--- config.mk ---
export PLATFORM = sky130hd
export DESIGN_NAME = fesd_seq
export DESIGN_NICKNAME = d
export VERILOG_FILES = /design/src/logic/fesd_sync.v /design/src/logic/fesd_tmr.v /design/src/logic/fesd_seq.v
export VERILOG_INCLUDE_DIRS = /design/src /design/src/logic
export SDC_FILE = /design/constraint.sdc
export NUM_CORES = 1
export LEC_CHECK = 0
export ABC_AREA = 1
export BUFFER_PORTS_ARGS = -buffer_cell sky130_fd_sc_hd__buf_2
export CORE_MARGIN = 5
export CORE_UTILIZATION = 45
export DETAILED_ROUTE_END_ITERATION = 8
export SLEW_MARGIN = 40
export SYNTH_ARGS = -nofsm -noshare
export SYNTH_HDL_FRONTEND = slang
export SYNTH_SLANG_ARGS = --single-unit
--- constraint.sdc ---
create_clock -name ref_clk_i -period 3.85 [get_ports ref_clk_i]
set_input_delay 1.155 -clock ref_clk_i [delete_from_list [all_inputs] [get_ports ref_clk_i]]
set_output_delay 1.155 -clock ref_clk_i [all_outputs]
set_load 0.01 [all_outputs]
--- src/logic/fesd_defs.vh ---
// Constants for the erase, suspend and power-down command sequencer
`ifndef FESD_DEFS_VH
`define FESD_DEFS_VH

// ----------------------------------------------------------------------
// Opcodes
// ----------------------------------------------------------------------
`define FESD_OP_WRSR 8'h01
`define FESD_OP_PP 8'h02
`define FESD_OP_WRDI 8'h04
`define FESD_OP_RDSR 8'h05
`define FESD_OP_WREN 8'h06
`define FESD_OP_SE 8'h20
`define FESD_OP_QPP 8'h32
`define FESD_OP_PSR 8'h42
`define FESD_OP_ESR 8'h44
`define FESD_OP_BE32 8'h52
`define FESD_OP_CE_A 8'h60
`define FESD_OP_SUSP 8'h75
`define FESD_OP_RESM 8'h7A
`define FESD_OP_RELPD 8'hAB
`define FESD_OP_PDOWN 8'hB9
`define FESD_OP_CE_B 8'hC7
`define FESD_OP_BE64 8'hD8
`define FESD_OP_BE64_4B 8'hDC

// ----------------------------------------------------------------------
// Operation kinds and latency phases
// ----------------------------------------------------------------------
`define FESD_K_SECT 3'h0
`define FESD_K_BLK32 3'h1
`define FESD_K_BLK64 3'h2
`define FESD_K_CHIP 3'h3
`define FESD_K_PROG 3'h4
`define FESD_PH_NONE 3'h0
`define FESD_PH_SUS 3'h1
`define FESD_PH_RES 3'h2
`define FESD_PH_PDE 3'h3
`define FESD_PH_PDX 3'h4

// ----------------------------------------------------------------------
// Framing, status byte layout and timing
// ----------------------------------------------------------------------
`define FESD_BIT_LAST 3'h7
`define FESD_BYTE_MAX 3'h7
`define FESD_ADDR3 3'h3
`define FESD_ADDR4 3'h4
`define FESD_ID_LAST_DUMMY 3'h3
`define FESD_ST_BUSY 0
`define FESD_ST_WEL 1
`define FESD_ST_PAUSED 7
`define FESD_CLK_PERIOD_NS 20
`define FESD_RESUME_NS 200
// One cycle less: the busy register lags the timer pulse by one clock
`define FESD_RESUME_CYC (`FESD_RESUME_NS / `FESD_CLK_PERIOD_NS - 1)

`endif

--- src/logic/fesd_sync.v ---
// Three-stage pin synchroniser with agreement filter
`timescale 1ns/10ps
module fesd_sync #(
    parameter RST_VAL = 1'b0
) (
    input wire ref_clk_i,
    input wire resetn_i,
    input wire pin_i,
    output reg level_o
);
    reg s1_reg;
    reg s2_reg;
    reg s3_reg;

    // Level moves only once stages two and three agree
    always @(posedge ref_clk_i) begin
        if (!resetn_i) begin
            s1_reg <= RST_VAL;
            s2_reg <= RST_VAL;
            s3_reg <= RST_VAL;
            level_o <= RST_VAL;
        end else begin
            s1_reg <= pin_i;
            s2_reg <= s1_reg;
            s3_reg <= s2_reg;
            if (s2_reg == s3_reg) begin
                level_o <= s3_reg;
            end
        end
    end
endmodule // fesd_sync

--- src/logic/fesd_tmr.v ---
// Loadable down-counter that pulses once when a latency expires
`timescale 1ns/10ps
module fesd_tmr (
    input wire ref_clk_i,
    input wire resetn_i,
    input wire load_i,
    input wire [15:0] count_i,
    output reg done_o
);
    reg [15:0] cnt_reg;

    always @(posedge ref_clk_i) begin
        if (!resetn_i) begin
            cnt_reg <= 16'h0000;
            done_o <= 1'b0;
        end else begin
            done_o <= 1'b0;
            if (load_i) begin
                cnt_reg <= count_i;
            end else if (cnt_reg != 16'h0000) begin
                cnt_reg <= cnt_reg - 16'h0001;
                done_o <= (cnt_reg == 16'h0001);
            end
        end
    end
endmodule // fesd_tmr

--- src/logic/fesd_seq.v ---
// Erase, suspend/resume and power-down command sequencer (serial side)
`timescale 1ns/10ps
`include "fesd_defs.vh"
module fesd_seq #(
    parameter [7:0] DEV_ID = 8'h5A, // Arbitrary value
    parameter [31:0] SECT_CYC = 32'd20000,
    parameter [31:0] BLK32_CYC = 32'd40000,
    parameter [31:0] BLK64_CYC = 32'd60000,
    parameter [31:0] CHIP_CYC = 32'd200000,
    parameter [31:0] PROG_CYC = 32'd10000,
    parameter [15:0] TSUS_CYC = 16'd1000,
    parameter [15:0] TDP_CYC = 16'd150,
    parameter [15:0] TREST_CYC = 16'd150
) (
    input wire ref_clk_i,
    input wire resetn_i,
    input wire cs_n_i,
    input wire sclk_i,
    input wire mosi_i,
    input wire addr4_mode_i,
    input wire addr_protected_i,
    input wire any_protected_i,
    output reg miso_o,
    output reg miso_oe_o,
    output reg busy_o,
    output reg write_enable_latch_o,
    output reg paused_flag_o,
    output reg power_down_o,
    output reg [31:0] cand_addr_o,
    output reg op_start_o,
    output reg [2:0] op_kind_o,
    output reg [31:0] op_addr_o,
    output reg op_done_o,
    output reg sr_write_o,
    output reg [7:0] sr_data_o
);
    // ------------------------------------------------------------------
    // Pin synchronisers and edge detection
    // ------------------------------------------------------------------
    wire cs_n_lvl;
    wire sclk_lvl;
    wire mosi_lvl;
    reg cs_d_reg;
    reg sclk_d_reg;

    fesd_sync #(.RST_VAL(1'b1)) u_cs (
        .ref_clk_i(ref_clk_i),
        .resetn_i(resetn_i),
        .pin_i(cs_n_i),
        .level_o(cs_n_lvl)
    );
    fesd_sync #(.RST_VAL(1'b0)) u_sclk (
        .ref_clk_i(ref_clk_i),
        .resetn_i(resetn_i),
        .pin_i(sclk_i),
        .level_o(sclk_lvl)
    );
    fesd_sync #(.RST_VAL(1'b0)) u_mosi (
        .ref_clk_i(ref_clk_i),
        .resetn_i(resetn_i),
        .pin_i(mosi_i),
        .level_o(mosi_lvl)
    );

    wire sclk_rise = sclk_lvl & ~sclk_d_reg & ~cs_n_lvl;
    wire sclk_fall = ~sclk_lvl & sclk_d_reg & ~cs_n_lvl;
    wire cs_rise = cs_n_lvl & ~cs_d_reg;

    // ------------------------------------------------------------------
    // Frame state
    // ------------------------------------------------------------------
    reg [2:0] bit_cnt_reg;
    reg [2:0] byte_cnt_reg;
    reg [6:0] rx_reg;
    reg [7:0] opc_reg;
    reg [7:0] tx_reg;
    reg tx_en_reg;
    reg [31:0] op_cnt_reg;
    reg [31:0] saved_cnt_reg;
    reg [2:0] saved_kind_reg;
    reg [2:0] phase_reg;

    wire [7:0] rx_byte = {rx_reg, mosi_lvl};
    wire byte_done = sclk_rise & (bit_cnt_reg == `FESD_BIT_LAST);
    wire [7:0] status_byte = {paused_flag_o, 5'h00,
                              write_enable_latch_o, busy_o};

    // DCh ignores the address-mode setting
    wire [2:0] addr_bytes = (opc_reg == `FESD_OP_BE64_4B) ? `FESD_ADDR4 :
        (addr4_mode_i ? `FESD_ADDR4 : `FESD_ADDR3);
    wire [2:0] addr_last = addr_bytes + 3'h1;
    wire on_bound = (bit_cnt_reg == 3'h0);
    wire opc_end = on_bound & (byte_cnt_reg == 3'h1);
    wire addr_end = on_bound & (byte_cnt_reg == addr_last);
    wire data_end = on_bound & (byte_cnt_reg > addr_last);

    // ------------------------------------------------------------------
    // Command classification
    // ------------------------------------------------------------------
    wire is_ce = (opc_reg == `FESD_OP_CE_B) |
                 (opc_reg == `FESD_OP_CE_A);
    wire is_blk_erase = (opc_reg == `FESD_OP_SE) |
                        (opc_reg == `FESD_OP_BE32) |
                        (opc_reg == `FESD_OP_BE64) |
                        (opc_reg == `FESD_OP_BE64_4B);
    wire is_prog = (opc_reg == `FESD_OP_PP) | (opc_reg == `FESD_OP_QPP);
    wire susp_erase = paused_flag_o & (saved_kind_reg != `FESD_K_PROG);
    wire susp_prog = paused_flag_o & (saved_kind_reg == `FESD_K_PROG);
    wire erase_barred = susp_erase & (is_ce | is_blk_erase |
                        (opc_reg == `FESD_OP_ESR));
    wire prog_barred = susp_prog & (is_prog |
                       (opc_reg == `FESD_OP_PSR));
    wire pd_block = power_down_o | (phase_reg == `FESD_PH_PDE) |
                    (phase_reg == `FESD_PH_PDX);
    wire ph_idle = (phase_reg == `FESD_PH_NONE);
    wire cmd_ok = cs_rise & ~pd_block;
    wire can_run = cmd_ok & ~busy_o & write_enable_latch_o;

    wire start_blk = can_run & is_blk_erase & addr_end &
                     ~erase_barred & ~addr_protected_i;
    wire start_chip = can_run & is_ce & opc_end & ~erase_barred &
                      ~any_protected_i;
    wire start_prog = can_run & is_prog & data_end & ~prog_barred &
                      ~addr_protected_i;
    wire start_any = start_blk | start_chip | start_prog;
    wire sus_ok = cmd_ok & (opc_reg == `FESD_OP_SUSP) & opc_end &
                  ~paused_flag_o & busy_o & ph_idle &
                  (op_kind_o != `FESD_K_CHIP);
    wire res_ok = cmd_ok & (opc_reg == `FESD_OP_RESM) & opc_end &
                  paused_flag_o & ~busy_o & ph_idle;
    wire pd_enter = cmd_ok & (opc_reg == `FESD_OP_PDOWN) & opc_end &
                    ~busy_o & ph_idle;
    wire pd_exit = cs_rise & power_down_o & ph_idle &
                   (opc_reg == `FESD_OP_RELPD) & opc_end;
    wire wren_ok = cmd_ok & ~busy_o & opc_end &
                   (opc_reg == `FESD_OP_WREN);
    wire wrdi_ok = cmd_ok & ~busy_o & opc_end &
                   (opc_reg == `FESD_OP_WRDI);
    wire srw_ok = can_run & ~paused_flag_o & on_bound &
                  (byte_cnt_reg == 3'h2) &
                  (opc_reg == `FESD_OP_WRSR);

    reg [2:0] new_kind;
    reg [31:0] new_dur;
    always @* begin
        new_kind = `FESD_K_PROG;
        new_dur = PROG_CYC;
        if (start_chip) begin
            new_kind = `FESD_K_CHIP;
            new_dur = CHIP_CYC;
        end else if (start_blk) begin
            case (opc_reg)
                `FESD_OP_SE: begin
                    new_kind = `FESD_K_SECT;
                    new_dur = SECT_CYC;
                end
                `FESD_OP_BE32: begin
                    new_kind = `FESD_K_BLK32;
                    new_dur = BLK32_CYC;
                end
                default: begin
                    // Same kind and duration as D8h
                    new_kind = `FESD_K_BLK64;
                    new_dur = BLK64_CYC;
                end
            endcase
        end
    end

    // ------------------------------------------------------------------
    // Latency timer for suspend, resume and power transitions
    // ------------------------------------------------------------------
    wire tmr_load = sus_ok | res_ok | pd_enter | pd_exit;
    wire tmr_done;
    localparam [15:0] RESUME_CYC = `FESD_RESUME_CYC;
    reg [15:0] tmr_count;
    always @* begin
        if (sus_ok) begin
            tmr_count = TSUS_CYC;
        end else if (res_ok) begin
            tmr_count = RESUME_CYC;
        end else if (pd_enter) begin
            tmr_count = TDP_CYC;
        end else begin
            tmr_count = TREST_CYC;
        end
    end

    fesd_tmr u_tmr (
        .ref_clk_i(ref_clk_i),
        .resetn_i(resetn_i),
        .load_i(tmr_load),
        .count_i(tmr_count),
        .done_o(tmr_done)
    );

    // ------------------------------------------------------------------
    // Serial shifting
    // ------------------------------------------------------------------
    always @(posedge ref_clk_i) begin
        if (!resetn_i) begin
            cs_d_reg <= 1'b1;
            sclk_d_reg <= 1'b0;
            bit_cnt_reg <= 3'h0;
            byte_cnt_reg <= 3'h0;
            rx_reg <= 7'h00;
            opc_reg <= 8'h00;
            cand_addr_o <= 32'h00000000;
            tx_reg <= 8'h00;
            tx_en_reg <= 1'b0;
            miso_o <= 1'b0;
            miso_oe_o <= 1'b0;
        end else begin
            cs_d_reg <= cs_n_lvl;
            sclk_d_reg <= sclk_lvl;
            if (cs_n_lvl) begin
                bit_cnt_reg <= 3'h0;
                byte_cnt_reg <= 3'h0;
                tx_en_reg <= 1'b0;
                miso_oe_o <= 1'b0;
            end else begin
                miso_oe_o <= tx_en_reg;
                if (sclk_rise) begin
                    // MSB first on rising edges
                    rx_reg <= rx_byte[6:0];
                    bit_cnt_reg <= bit_cnt_reg + 3'h1;
                    if (byte_cnt_reg != 3'h0 &&
                        byte_cnt_reg <= addr_bytes) begin
                        cand_addr_o <= {cand_addr_o[30:0], mosi_lvl};
                    end
                end
                if (byte_done) begin
                    if (byte_cnt_reg != `FESD_BYTE_MAX) begin
                        byte_cnt_reg <= byte_cnt_reg + 3'h1;
                    end
                    if (byte_cnt_reg == 3'h0) begin
                        opc_reg <= rx_byte;
                    end
                    if (!pd_block && byte_cnt_reg == 3'h0 &&
                        rx_byte == `FESD_OP_RDSR) begin
                        tx_reg <= status_byte;
                        tx_en_reg <= 1'b1;
                    end
                    if (!pd_block && opc_reg == `FESD_OP_RELPD &&
                        byte_cnt_reg == `FESD_ID_LAST_DUMMY) begin
                        tx_reg <= DEV_ID;
                        tx_en_reg <= 1'b1;
                    end
                end
                // Rotating keeps repeating the byte until select rises
                if (sclk_fall && tx_en_reg) begin
                    miso_o <= tx_reg[7];
                    tx_reg <= {tx_reg[6:0], tx_reg[7]};
                end
            end
        end
    end

    // ------------------------------------------------------------------
    // Operation control
    // ------------------------------------------------------------------
    // Reset stands for power-up: not paused, not powered down
    always @(posedge ref_clk_i) begin
        if (!resetn_i) begin
            busy_o <= 1'b0;
            write_enable_latch_o <= 1'b0;
            paused_flag_o <= 1'b0;
            power_down_o <= 1'b0;
            op_start_o <= 1'b0;
            op_kind_o <= `FESD_K_SECT;
            op_addr_o <= 32'h00000000;
            op_done_o <= 1'b0;
            sr_write_o <= 1'b0;
            sr_data_o <= 8'h00;
            op_cnt_reg <= 32'h00000000;
            saved_cnt_reg <= 32'h00000000;
            saved_kind_reg <= `FESD_K_SECT;
            phase_reg <= `FESD_PH_NONE;
        end else begin
            op_start_o <= 1'b0;
            op_done_o <= 1'b0;
            sr_write_o <= 1'b0;
            if (wren_ok) begin
                write_enable_latch_o <= 1'b1;
            end
            if (wrdi_ok) begin
                write_enable_latch_o <= 1'b0;
            end
            if (srw_ok) begin
                sr_write_o <= 1'b1;
                // Data byte rode in through the address shifter
                sr_data_o <= cand_addr_o[7:0];
            end
            // Self-timed run; frozen only while suspend settles
            if (start_any) begin
                busy_o <= 1'b1;
                op_cnt_reg <= new_dur;
                op_kind_o <= new_kind;
                op_addr_o <= cand_addr_o;
                op_start_o <= 1'b1;
            end else if (busy_o && phase_reg != `FESD_PH_SUS) begin
                if (op_cnt_reg <= 32'h00000001) begin
                    busy_o <= 1'b0;
                    write_enable_latch_o <= 1'b0;
                    op_done_o <= 1'b1;
                end else begin
                    op_cnt_reg <= op_cnt_reg - 32'h00000001;
                end
            end
            if (sus_ok) begin
                paused_flag_o <= 1'b1;
                phase_reg <= `FESD_PH_SUS;
            end
            if (res_ok) begin
                paused_flag_o <= 1'b0;
                phase_reg <= `FESD_PH_RES;
            end
            if (pd_enter) begin
                phase_reg <= `FESD_PH_PDE;
            end
            if (pd_exit) begin
                phase_reg <= `FESD_PH_PDX;
            end
            if (tmr_done) begin
                phase_reg <= `FESD_PH_NONE;
                case (phase_reg)
                    `FESD_PH_SUS: begin
                        saved_cnt_reg <= op_cnt_reg;
                        saved_kind_reg <= op_kind_o;
                        busy_o <= 1'b0;
                    end
                    `FESD_PH_RES: begin
                        busy_o <= 1'b1;
                        op_cnt_reg <= saved_cnt_reg;
                        op_kind_o <= saved_kind_reg;
                    end
                    `FESD_PH_PDE: begin
                        power_down_o <= 1'b1;
                    end
                    `FESD_PH_PDX: begin
                        power_down_o <= 1'b0;
                    end
                    default: power_down_o <= power_down_o;
                endcase
            end
        end
    end
endmodule // fesd_seq

==> results by group, run 1 <==
Floorplan
  • Die area: 0.0249 mm^2
  • Row count: 54
  • Top Ports: 92
  • Initial Util: 45.4%
  • Die height: 158 um
  • Core ar.: 0.0216 mm^2
  • Width of the die: 158 um

Timing
  • Hold Fails Final Rpt: 0
  • Setup TNS: 0 ns
  • Max frequency: 351 MHz
  • RSZ-0062 raised after global routing: no
  • Fin. max-slew vios: 0
  • Slew headroom: 53.0%
  • Setup Viol. Count Final: 0
  • Min Tclk post-route: 2.85 ns
  • Clock Skew: 0.0246 ns
  • Period utilization: 74.1%
  • Worst slew pin tran: 0.704 ns

CTS
  • Clk sink count: 215
  • Root Buffer: clkbuf_16
  • H-tree Lvls: 1
  • Clock latency on the worst-skew pair: 0.53 ns
  • Clock slew at reported path FFs: 0.07 ns
  • Num CTS Buffers: 24
  • Setup repair bufs after CTS: 0
  • Cts repair resizes: 0
  • CTS max path bufs: 3
  • Hold Buf Count CTS: 0
  • CTS tree: built

Route
  • ANT nets after route: 0
  • Starting DRT DRC Count: 491
  • DRC viols: 0
  • Vias per Instance: 5.25
  • 1st-pass router iterations: 5
  • Routed length per instance: 15.0 um
  • Via Count: 9147
  • Total Wirelength: 26.1 mm

Flow run
  • Max-cap violations: 0

Setup path
  • Critical Path Slowest Stage Cell: dfxtp_1
  • Crit-path leading delay family: simple AND/OR/NAND/NOR gates
  • Most used cell, CP: nor2_1
  • WP data arrival: 3.27 ns
  • Worst endpoint required time: 4.27 ns
  • CP max FO: 33
  • Endpoint class of the critical path: flop
  • Total buffers and inverters traversed by the critical path: 3
  • Startpoint types: flop
  • Worst reg-to-reg setup slack: 1.0 ns
  • CP Class: flop to flop
  • Crit path cell chain: inv_1 -> nor2_1 -> nand4_1 -> nor2_1 -> nor2_1 -> inv_1 -> ha_1 -> nand2_1 -> nor2_1 -> nand3b_1 -> nor2_1 -> nand2_2 -> nand3_1 -> buf_4 -> nor2_1 -> nor2_1 -> nor2_1
  • Largest stage delay, worst path: 0.37 ns

Finish
  • Filler instances: 2174
  • Finished Cell Area: 0.0113 mm^2
  • Area grow syn2layout: 15.0%
  • Layout cells sized above 1: 12.3%
  • Nets: 1469
  • N_diodes: 0

Power
  • Pwr dens: 463 mW/mm^2
  • Peak supply drop: 312 uV
  • Leakage: 5.01 nW
  • Total power: 0.00522 W

Logic synthesis
  • Post-synthesis cell type count: 42
  • Top cell type's share of synthesized area: 43.9%
  • Cell taking the most area after synthesis: dfxtp_1
  • Synth warn: 0
  • Post-synth ARST share: 0%
  • Post-synth EDFFs: 0
  • Synth area leaders: dfxtp_1 44%, a21oi_1 8.9%, nand2_1 8.9%
  • Yosys reg bits: 215
  • Seq/Total Area, Yosys: 43.9%
  • Mapped Nets: 1397
  • Synth cell count leaders: 233 x nand2_1, 215 x dfxtp_1, 175 x a21oi_1, 159 x inv_1, 157 x nor2_1
  • Syn Inst Count: 1372
  • Main synth FF type: dfxtp_1
  • Most frequent cell after synthesis: nand2_1
  • Mapped Avg Cell Area: 7.15 um^2
  • Mapped Area: 0.00981 mm^2

Place
  • Final weighted congestion in routability-driven placement: 0.880
  • Cell area after placement: 0.0105 mm^2
  • DP HPWL: 18.2 mm
  • Port Buffers: 91

Global route
  • GRT overflow: 0
  • First-pass GRT wire length: 43.4 mm
  • Largest net degree at the start of global routing: 65
  • Gr usage total: 20.9%
  • Initial antenna violation count: 0
  • Vias in the first global route: 8853

Hold path
  • Hold WC Path Type: flop to flop

Outcome
  • Outcome: finished, final reports clean
per-stage QoR:
step / setup slack, ns / hold slack (ns) / util, % / instances
global route: 0.675 / 0.433 / 52.2 / 1741
global placement: 0.642 / 0.393 / 48.5 / 1698
CTS: 1.01 / 0.413 / 52.2 / 1741
detailed placement: 0.599 / 0.400 / 48.5 / 1698
finish: 0.998 / 0.417 / 52.2 / 1741
floorplan: 1.03 / 0.390 / - / 1372
cells by family after synthesis:
| logic type | after synthesis | synth area share (%) |
|---|---|---|
| buffers and inverters | 221 | 9.03 |
| xor gates and xnor gates | 24 | 2.14 |
| adders and majority gates | 17 | 2.17 |
| DFF | 215 | 43.9 |
| and+or+nand+nor | 561 | 25.1 |
| AOI/OAI and AO/OA | 334 | 17.7 |
per-layer routing:
layer  global-route usage, %  routed length, um
met1                    28.0              12000
met2                    33.8              11600
met3                    4.92               1740
met4                    6.15                733
met5                       0                  0
power by group:
part / leakage (nW) / total (W) / switching, W / internal, W
registers: 1.74 / 0.00235 / 0.0000553 / 0.00230
logic: 2.88 / 0.000576 / 0.000361 / 0.000215
clock network: 0.399 / 0.00229 / 0.000931 / 0.00136
total: 5.01 / 0.00522 / 0.00135 / 0.00387
path summary, 6_finish.rpt:
kind,startpoint,endpoint,cells past startpoint
worst max-delay path,opc_reg[4],op_cnt_reg[19],17
worst min-delay path,u_cs.s1_reg,u_cs.s2_reg,1
worst max register to register,opc_reg[4],op_cnt_reg[19],17
worst min register to register,u_cs.s1_reg,u_cs.s2_reg,1
cell usage in the layout, fill, tap and decap left out, drive strengths merged, types with 4 or more instances in the layout:
cell type / netlist / final
ha: 17 / 17
o21ai: 131 / 131
nor4: 6 / 6
inv: 163 / 164
or2: 5 / 5
nand2: 237 / 237
nand3: 95 / 95
xor2: 16 / 16
dfxtp: 215 / 215
clkbuf: 41 / 31
a21oi: 175 / 175
clkinv: 1 / 10
buf: 16 / 103
nand3b: 4 / 4
xnor2: 8 / 8
nor2: 168 / 168
a31oi: 9 / 9
nor3: 19 / 19
a211oi: 10 / 10
nand4: 26 / 26
layout make-up:
cell class / instances / area [um^2] / share of cell area, %
repair buffers: 103 / 586 / 5.19
inverters: 164 / 618 / 5.48
clock buffers: 31 / 667 / 5.91
flip-flops and latches: 215 / 4300 / 38.2
clock inverters: 12 / 125 / 1.11
well taps: 280 / 350 / 3.11
multi-input cells: 936 / 4630 / 41.1
No activity file was read; power rests on OpenSTA's default activity.
==> inputs of run 2 (changes only) <==
ABC_AREA = 0   (was 1)
clock period = 2.75 ns   (was 3.85 ns; I/O delays follow)
==> run 2 against run 1 <==
  * Area after synthesis down 3.5%
  * Clock power up 57%
  * Utilization is 3.9 points higher
  * Critical path depth fell by 5
  * First-iteration DRC count increased by 5.5%
  * Largest power group is now clock
==> results by group, run 2 <==
Logic synthesis
  • Syn Inst Count: 1114
  • Mapped Nets: 1139
  • Xor/xnor cell area share of the yosys netlist: 3.42%
  • Yosys reg bits: 215
  • Cell taking the most area after synthesis: dfxtp_1
  • Seq/Total Area, Yosys: 45.4%
  • Mapped Area: 0.00947 mm^2
  • Top cell type's share of synthesized area: 45.4%
  • Synth Area in Compound Gates: 13.5%
  • Adder-cell share of the synthesized area: 2.25%
  • Synth cell count leaders: 215 x dfxtp_1, 206 x nand2_1, 127 x nor2_1, 98 x a21oi_1, 56 x mux2i_1
  • Post-synthesis mux area share: 6.04%
  • Post-synth ARST share: 0%
  • Mapped Avg Cell Area: 8.50 um^2
  • Most frequent cell after synthesis: dfxtp_1
  • Post-synthesis cell type count: 75
  • Largest family of logic cells by synthesized area: simple AND/OR/NAND/NOR gates
  • Synth warn: 0
  • Post-synth EDFFs: 0
  • Main synth FF type: dfxtp_1
  • Synth area leaders: dfxtp_1 45%, nand2_1 8.2%, mux2i_1 5.9%
  • Simple-Gate Fraction of Synth Area: 25.6%

Global route
  • Largest net degree at the start of global routing: 136
  • GRT overflow: 0
  • First-pass GRT wire length: 40.1 mm
  • Initial antenna violation count: 0
  • Gr usage total: 19.8%
  • Vias in the first global route: 7664

Setup path
  • Worst reg-to-reg setup slack: 0.03 ns
  • CP max FO: 8
  • CP Class: flop to flop
  • Cells on worst reg2reg path: 12
  • Worst endpoint required time: 3.13 ns
  • R2r endpoint: cand_addr_o[23]
  • WP data arrival: 3.09 ns
  • Startpoint types: flop
  • Crit Reg-Reg Startpoint: opc_reg[5]
  • Endpoint class of the critical path: flop

Outcome
  • Outcome: finished, final reports clean

CTS
  • Root Buffer: clkbuf_16
  • CTS max path bufs: 3
  • Clock latency on the worst-skew pair: 0.51 ns
  • Num CTS Buffers: 24
  • Clk sink count: 215
  • H-tree Lvls: 1
  • CTS tree: built
  • Clock slew at reported path FFs: 0.06 ns

Route
  • Via Count: 8190
  • ANT nets after route: 0
  • Routed length per instance: 16.2 um
  • DRC viols: 0
  • Starting DRT DRC Count: 518
  • Vias per Instance: 5.33
  • 1st-pass router iterations: 5
  • Total Wirelength: 24.9 mm

Floorplan
  • Die height: 155 um
  • Top Ports: 92
  • Row count: 53
  • Core ar.: 0.0209 mm^2
  • Width of the die: 155 um
  • Initial Util: 45.4%
  • Die area: 0.0241 mm^2

Finish
  • Area grow syn2layout: 23.7%
  • Multi-input gate area: 0.00494 mm^2
  • Finished Cell Area: 0.0117 mm^2
  • Nets: 1269
  • N_diodes: 0
  • Sequential cell area: 0.00431 mm^2
  • Layout cells sized above 1: 20.4%
  • Filler instances: 1927
  • Commonest cells after routing, fill and taps aside: 212 x dfxtp_1, 205 x nand2_1, 126 x nor2_1, 96 x a21oi_1, 91 x buf_2
  • Final non-filler cell total: 1536
  • Leading cell type in the layout, fill and taps excluded: dfxtp_1

Timing
  • Hold slack: 0.435 ns
  • RSZ-0062 raised after global routing: yes
  • Clock Skew: 0.00800 ns
  • Worst slew pin tran: 0.659 ns
  • Max frequency: 368 MHz
  • Hold Fails Final Rpt: 0
  • Min Tclk post-route: 2.72 ns
  • Period utilization: 98.8%
  • Setup Viol. Count Final: 0
  • Slew headroom: 56.0%
  • Fin. max-slew vios: 0
  • Setup TNS: 0 ns

Power
  • Seq pwr share: 43.6%
  • Pwr dens: 641 mW/mm^2
  • Clk network pwr share: 47.9%
  • Comb power frac: 8.5%
  • Pint: 0.00579 W
  • Peak supply drop: 430 uV
  • Switching share of power: 22.8%
  • Switch Pwr: 0.00171 W
  • Total power: 0.00751 W
  • Leakage: 4.57 nW

Place
  • Post-Place Cells: 1482
  • DP HPWL: 16.3 mm
  • Final weighted congestion in routability-driven placement: 0.867
  • Cell area after placement: 0.0106 mm^2
  • Port Buffers: 91

Hold path
  • Hold Crit Start: u_mosi.s1_reg
  • Hold WC Path Type: flop to flop
  • Worst hold endpoint: u_mosi.s2_reg
  • WHS Path Cells: 1

Flow run
  • Max-cap violations: 0
==> run 2: repair_timing <==
| item | in CTS | in global routing |
|---|---|---|
| hold buffers | 0 | 0 |
| pin swaps | 3 | 8 |
| cloned | 0 | 6 |
| setup endpoints to repair | 34 | 96 |
| setup buffers | 1 | 4 |
| resized for setup | 4 | 19 |
==> run 2: per-stage QoR <==
step	setup slack [ns]	utilization [%]
floorplan	0.0149	-
global placement	-0.275	50.6
detailed placement	-0.317	50.6
CTS	0.0118	55.1
global route	-0.0904	56.1
finish	0.0320	56.1
==> run 2: critical path, cell delays in order, from the launching register on <==
cell and delay (ns):
dfxtp_2 0.33, nor4bb_4 0.30, and2_4 0.20, a21o_1 0.19
ha_1 0.26, nor2b_1 0.13, o21a_1 0.16, o22a_1 0.22
nor3b_4 0.19, buf_6 0.16, clkbuf_16 0.18, mux2i_1 0.21
nor2_1 0.06
==> run 2: cell families (layout without fill, tap and decap cells) <==
family	after synthesis	after routing
adders and majority gates	17	17
muxes	57	57
DFF	215	215
xor gates and xnor gates	37	37
AOI/OAI and AO/OA	206	206
and+or+nand+nor	502	502
buffers and inverters	80	227
==> run 2: metal layers <==
metal  share of wire, %  vias to the layer above  GRT usage, %  wire length [um]
li1                   -                     4130             -                 -
met4                1.4                        0          4.67               345
met5                  0                        -             0                 0
met1                 48                     3836          28.4             11900
met3                5.9                       25          3.81              1480
met2                 45                      199          30.8             11200
==> run 2: final cells by class <==
cell class              count  share of cell area (%)
clock buffers              32                    6.16
clock inverters            11                    1.60
inverters                  18                   0.598
multi-input cells         819                    42.2
flip-flops and latches    215                    36.8
well taps                 275                    2.94
repair buffers            166                    9.73
==> run 2: power groups by stage <==
stage	clock, W	combinational, W	sequential [W]
detailed placement	0	0.000631	0.00334
finish	0.00360	0.000639	0.00327
floorplan	0	0.000489	0.00332
CTS	0.00367	0.000637	0.00327
global route	0.00383	0.000724	0.00328
global placement	0	0.000627	0.00334
==> run 2: worst max-delay path by stage <==
stage / depth (start not counted) / end / startpoint / slack [ns]
CTS: 12 / op_cnt_reg[28] / opc_reg[1] / 0.01
detailed placement: 11 / op_addr_o[20] / addr4_mode_i / -0.32
finish: 12 / cand_addr_o[23] / opc_reg[5] / 0.03
global placement: 11 / op_addr_o[10] / addr4_mode_i / -0.28
global route: 12 / cand_addr_o[3] / opc_reg[4] / -0.09
floorplan: 12 / op_cnt_reg[12] / opc_reg[5] / 0.01
==> inputs of run 3 (changes only) <==
ABC_AREA = 1   (was 0)
==> run 3 against run 2 <==
  * Sequential share of layout area up 0.53 points
  * Global-route usage up 1.1 points
  * Sequential cell count unchanged
  * Clock power down 2%
  * Critical endpoint is now op_cnt_reg[15]
  * Routed wire length up 5.1%
  * Register-to-register slack better by 0.29 ns
  * Worst setup slack better by 0.29 ns
  * Highest routed layer unchanged
==> results by group, run 3 (same netlist as run 1, synthesis figures left out) <==
Setup path
  • Crit path cell chain: nor2_1 -> nand4_1 -> nor2_2 -> nor2_1 -> inv_1 -> ha_1 -> nand2_1 -> nor2_2 -> nand3_1 -> nor2_1 -> nand2_1 -> inv_1 -> nand2_2 -> or2_2 -> nand2_1 -> nor2_1 -> a21oi_1
  • Critical Path Slowest Stage Cell: dfxtp_1
  • CP max FO: 5
  • Largest stage delay, worst path: 0.39 ns
  • Worst endpoint required time: 3.21 ns
  • Most used cell, CP: nor2_1
  • Crit-path leading delay family: simple AND/OR/NAND/NOR gates
  • WP data arrival: 2.88 ns
  • Startpoint types: flop
  • Endpoint class of the critical path: flop
  • CP Class: flop to flop
  • Total buffers and inverters traversed by the critical path: 2

Timing
  • Worst setup margin: 0.321 ns
  • Slew headroom: 67.5%
  • Setup Viol. Count Final: 0
  • Max frequency: 412 MHz
  • Hold Fails Final Rpt: 0
  • RSZ-0062 raised after global routing: no
  • Clock Skew: 0.0137 ns
  • Min Tclk post-route: 2.43 ns
  • Fin. max-slew vios: 0
  • Period utilization: 88.3%
  • Worst slew pin tran: 0.486 ns

CTS
  • CTS tree: built
  • Clk sink count: 215
  • Root Buffer: clkbuf_16
  • Clock latency on the worst-skew pair: 0.53 ns
  • Num CTS Buffers: 25
  • H-tree Lvls: 1
  • CTS max path bufs: 3
  • Hold Buf Count CTS: 0
  • Clock slew at reported path FFs: 0.06 ns

Route
  • Routed length per instance: 14.9 um
  • ANT nets after route: 0
  • Vias per Instance: 5.19
  • Total Wirelength: 26.2 mm
  • 1st-pass router iterations: 5
  • DRC viols: 0
  • Via Count: 9123
  • Starting DRT DRC Count: 521

Finish
  • Multi-input gate area: 0.00465 mm^2
  • Finished Cell Area: 0.0115 mm^2
  • Sequential cell area: 0.00430 mm^2
  • Nets: 1486
  • Commonest cells after routing, fill and taps aside: 232 x nand2_1, 215 x dfxtp_1, 175 x a21oi_1, 159 x inv_1, 154 x nor2_1
  • Layout cells sized above 1: 13.6%
  • Filler instances: 2180
  • Area grow syn2layout: 17.6%
  • Leading cell type in the layout, fill and taps excluded: nand2_1
  • Final non-filler cell total: 1758
  • N_diodes: 0

Place
  • Cell area after placement: 0.0106 mm^2
  • Final weighted congestion in routability-driven placement: 0.887
  • Post-Place Cells: 1713
  • Port Buffers: 91
  • Pre-CTS WS: -0.0339 ns
  • DP HPWL: 18.1 mm

Hold path
  • Hold WC Path Type: flop to flop

Global route
  • GR Util met3: 5.19%
  • Gr usage total: 20.9%
  • Met1 usage: 27.8%
  • Vias in the first global route: 8670
  • Busiest grt layer: met2
  • Global routing usage on met2: 33.9%
  • First-pass GRT wire length: 43.4 mm
  • Largest net degree at the start of global routing: 126
  • Initial antenna violation count: 0
  • GRT overflow: 0

Floorplan
  • Initial Util: 45.4%
  • Row count: 54
  • Die height: 158 um
  • Core ar.: 0.0216 mm^2
  • Width of the die: 158 um
  • Die area: 0.0249 mm^2
  • Top Ports: 92

Power
  • Pwr dens: 660 mW/mm^2
  • Peak supply drop: 468 uV
  • Leakage: 5.14 nW

Flow run
  • Max-cap violations: 0

Outcome
  • Outcome: finished, final reports clean
==> run 3: cell count changes in the layout (fill, tap and decap cells not counted), sizes merged, moves of 13 or more <==
cell	change
inv	+148
nand2	+31
a21oi	+77
nand4	+16
or4	-15
nor4	-13
nand3	+78
nor2	+41
and2	-13
mux2i	-56
o21ai	+84
buf	-44
==> run 3: per-stage QoR <==
stage	TNS [ns]	hold slack, ns	total power, W	utilization, %
2_1_floorplan	0	0.390	0.00401	-
3_3_place_gp	0	0.393	0.00416	49.2
3_5_place_dp	-0.530	0.400	0.00417	49.2
4_1_cts	0	0.416	0.00769	53.2
5_1_grt	0	0.442	0.00796	53.4
6_report	0	0.415	0.00761	53.4
==> run 3: path summary, 6_finish.rpt <==
path                                  endpoint         from  cells past startpoint  slack [ns]
worst max-delay path            op_cnt_reg[15]   opc_reg[0]                     17        0.32
worst min-delay path               u_cs.s2_reg  u_cs.s1_reg                      1        0.41
worst max register to register  op_cnt_reg[15]   opc_reg[0]                     17        0.32
worst min register to register     u_cs.s2_reg  u_cs.s1_reg                      1        0.41
==> run 3: timing repair <==
action,CTS,global route
setup buffers,0,1
resized for setup,0,5
endpoints found under the setup margin,0,96
==> run 3: metal layers <==
metal  vias to the layer above  share of wire, %
li1                       4688                 -
met1                      4185                46
met2                       215                45
met3                        35               6.6
met4                         0               2.4
met5                         -                 0
==> run 3: layout make-up <==
cell class,instances,area share [%]
clock inverters,11,1.53
well taps,280,3.04
clock buffers,33,6.12
multi-input cells,936,40.3
inverters,164,5.36
flip-flops and latches,215,37.3
repair buffers,119,6.33
==> run 3: worst reg2reg max path, stage by stage, from the launching register on <==
cell and delay [ns]:
dfxtp_1 0.39, nor2_1 0.09, nand4_1 0.13, nor2_2 0.05, nor2_1 0.12, inv_1 0.08, ha_1 0.29, nand2_1 0.07
nor2_2 0.13, nand3_1 0.09, nor2_1 0.11, nand2_1 0.08, inv_1 0.07, nand2_2 0.09, or2_2 0.33, nand2_1 0.08
nor2_1 0.05, a21oi_1 0.13
==> run 3: power by group <==
group	switching, W	leakage [nW]	internal, W
clock	0.00132	0.434	0.00219
sequential	0.0000766	1.74	0.00322
combinational	0.000497	2.98	0.000312
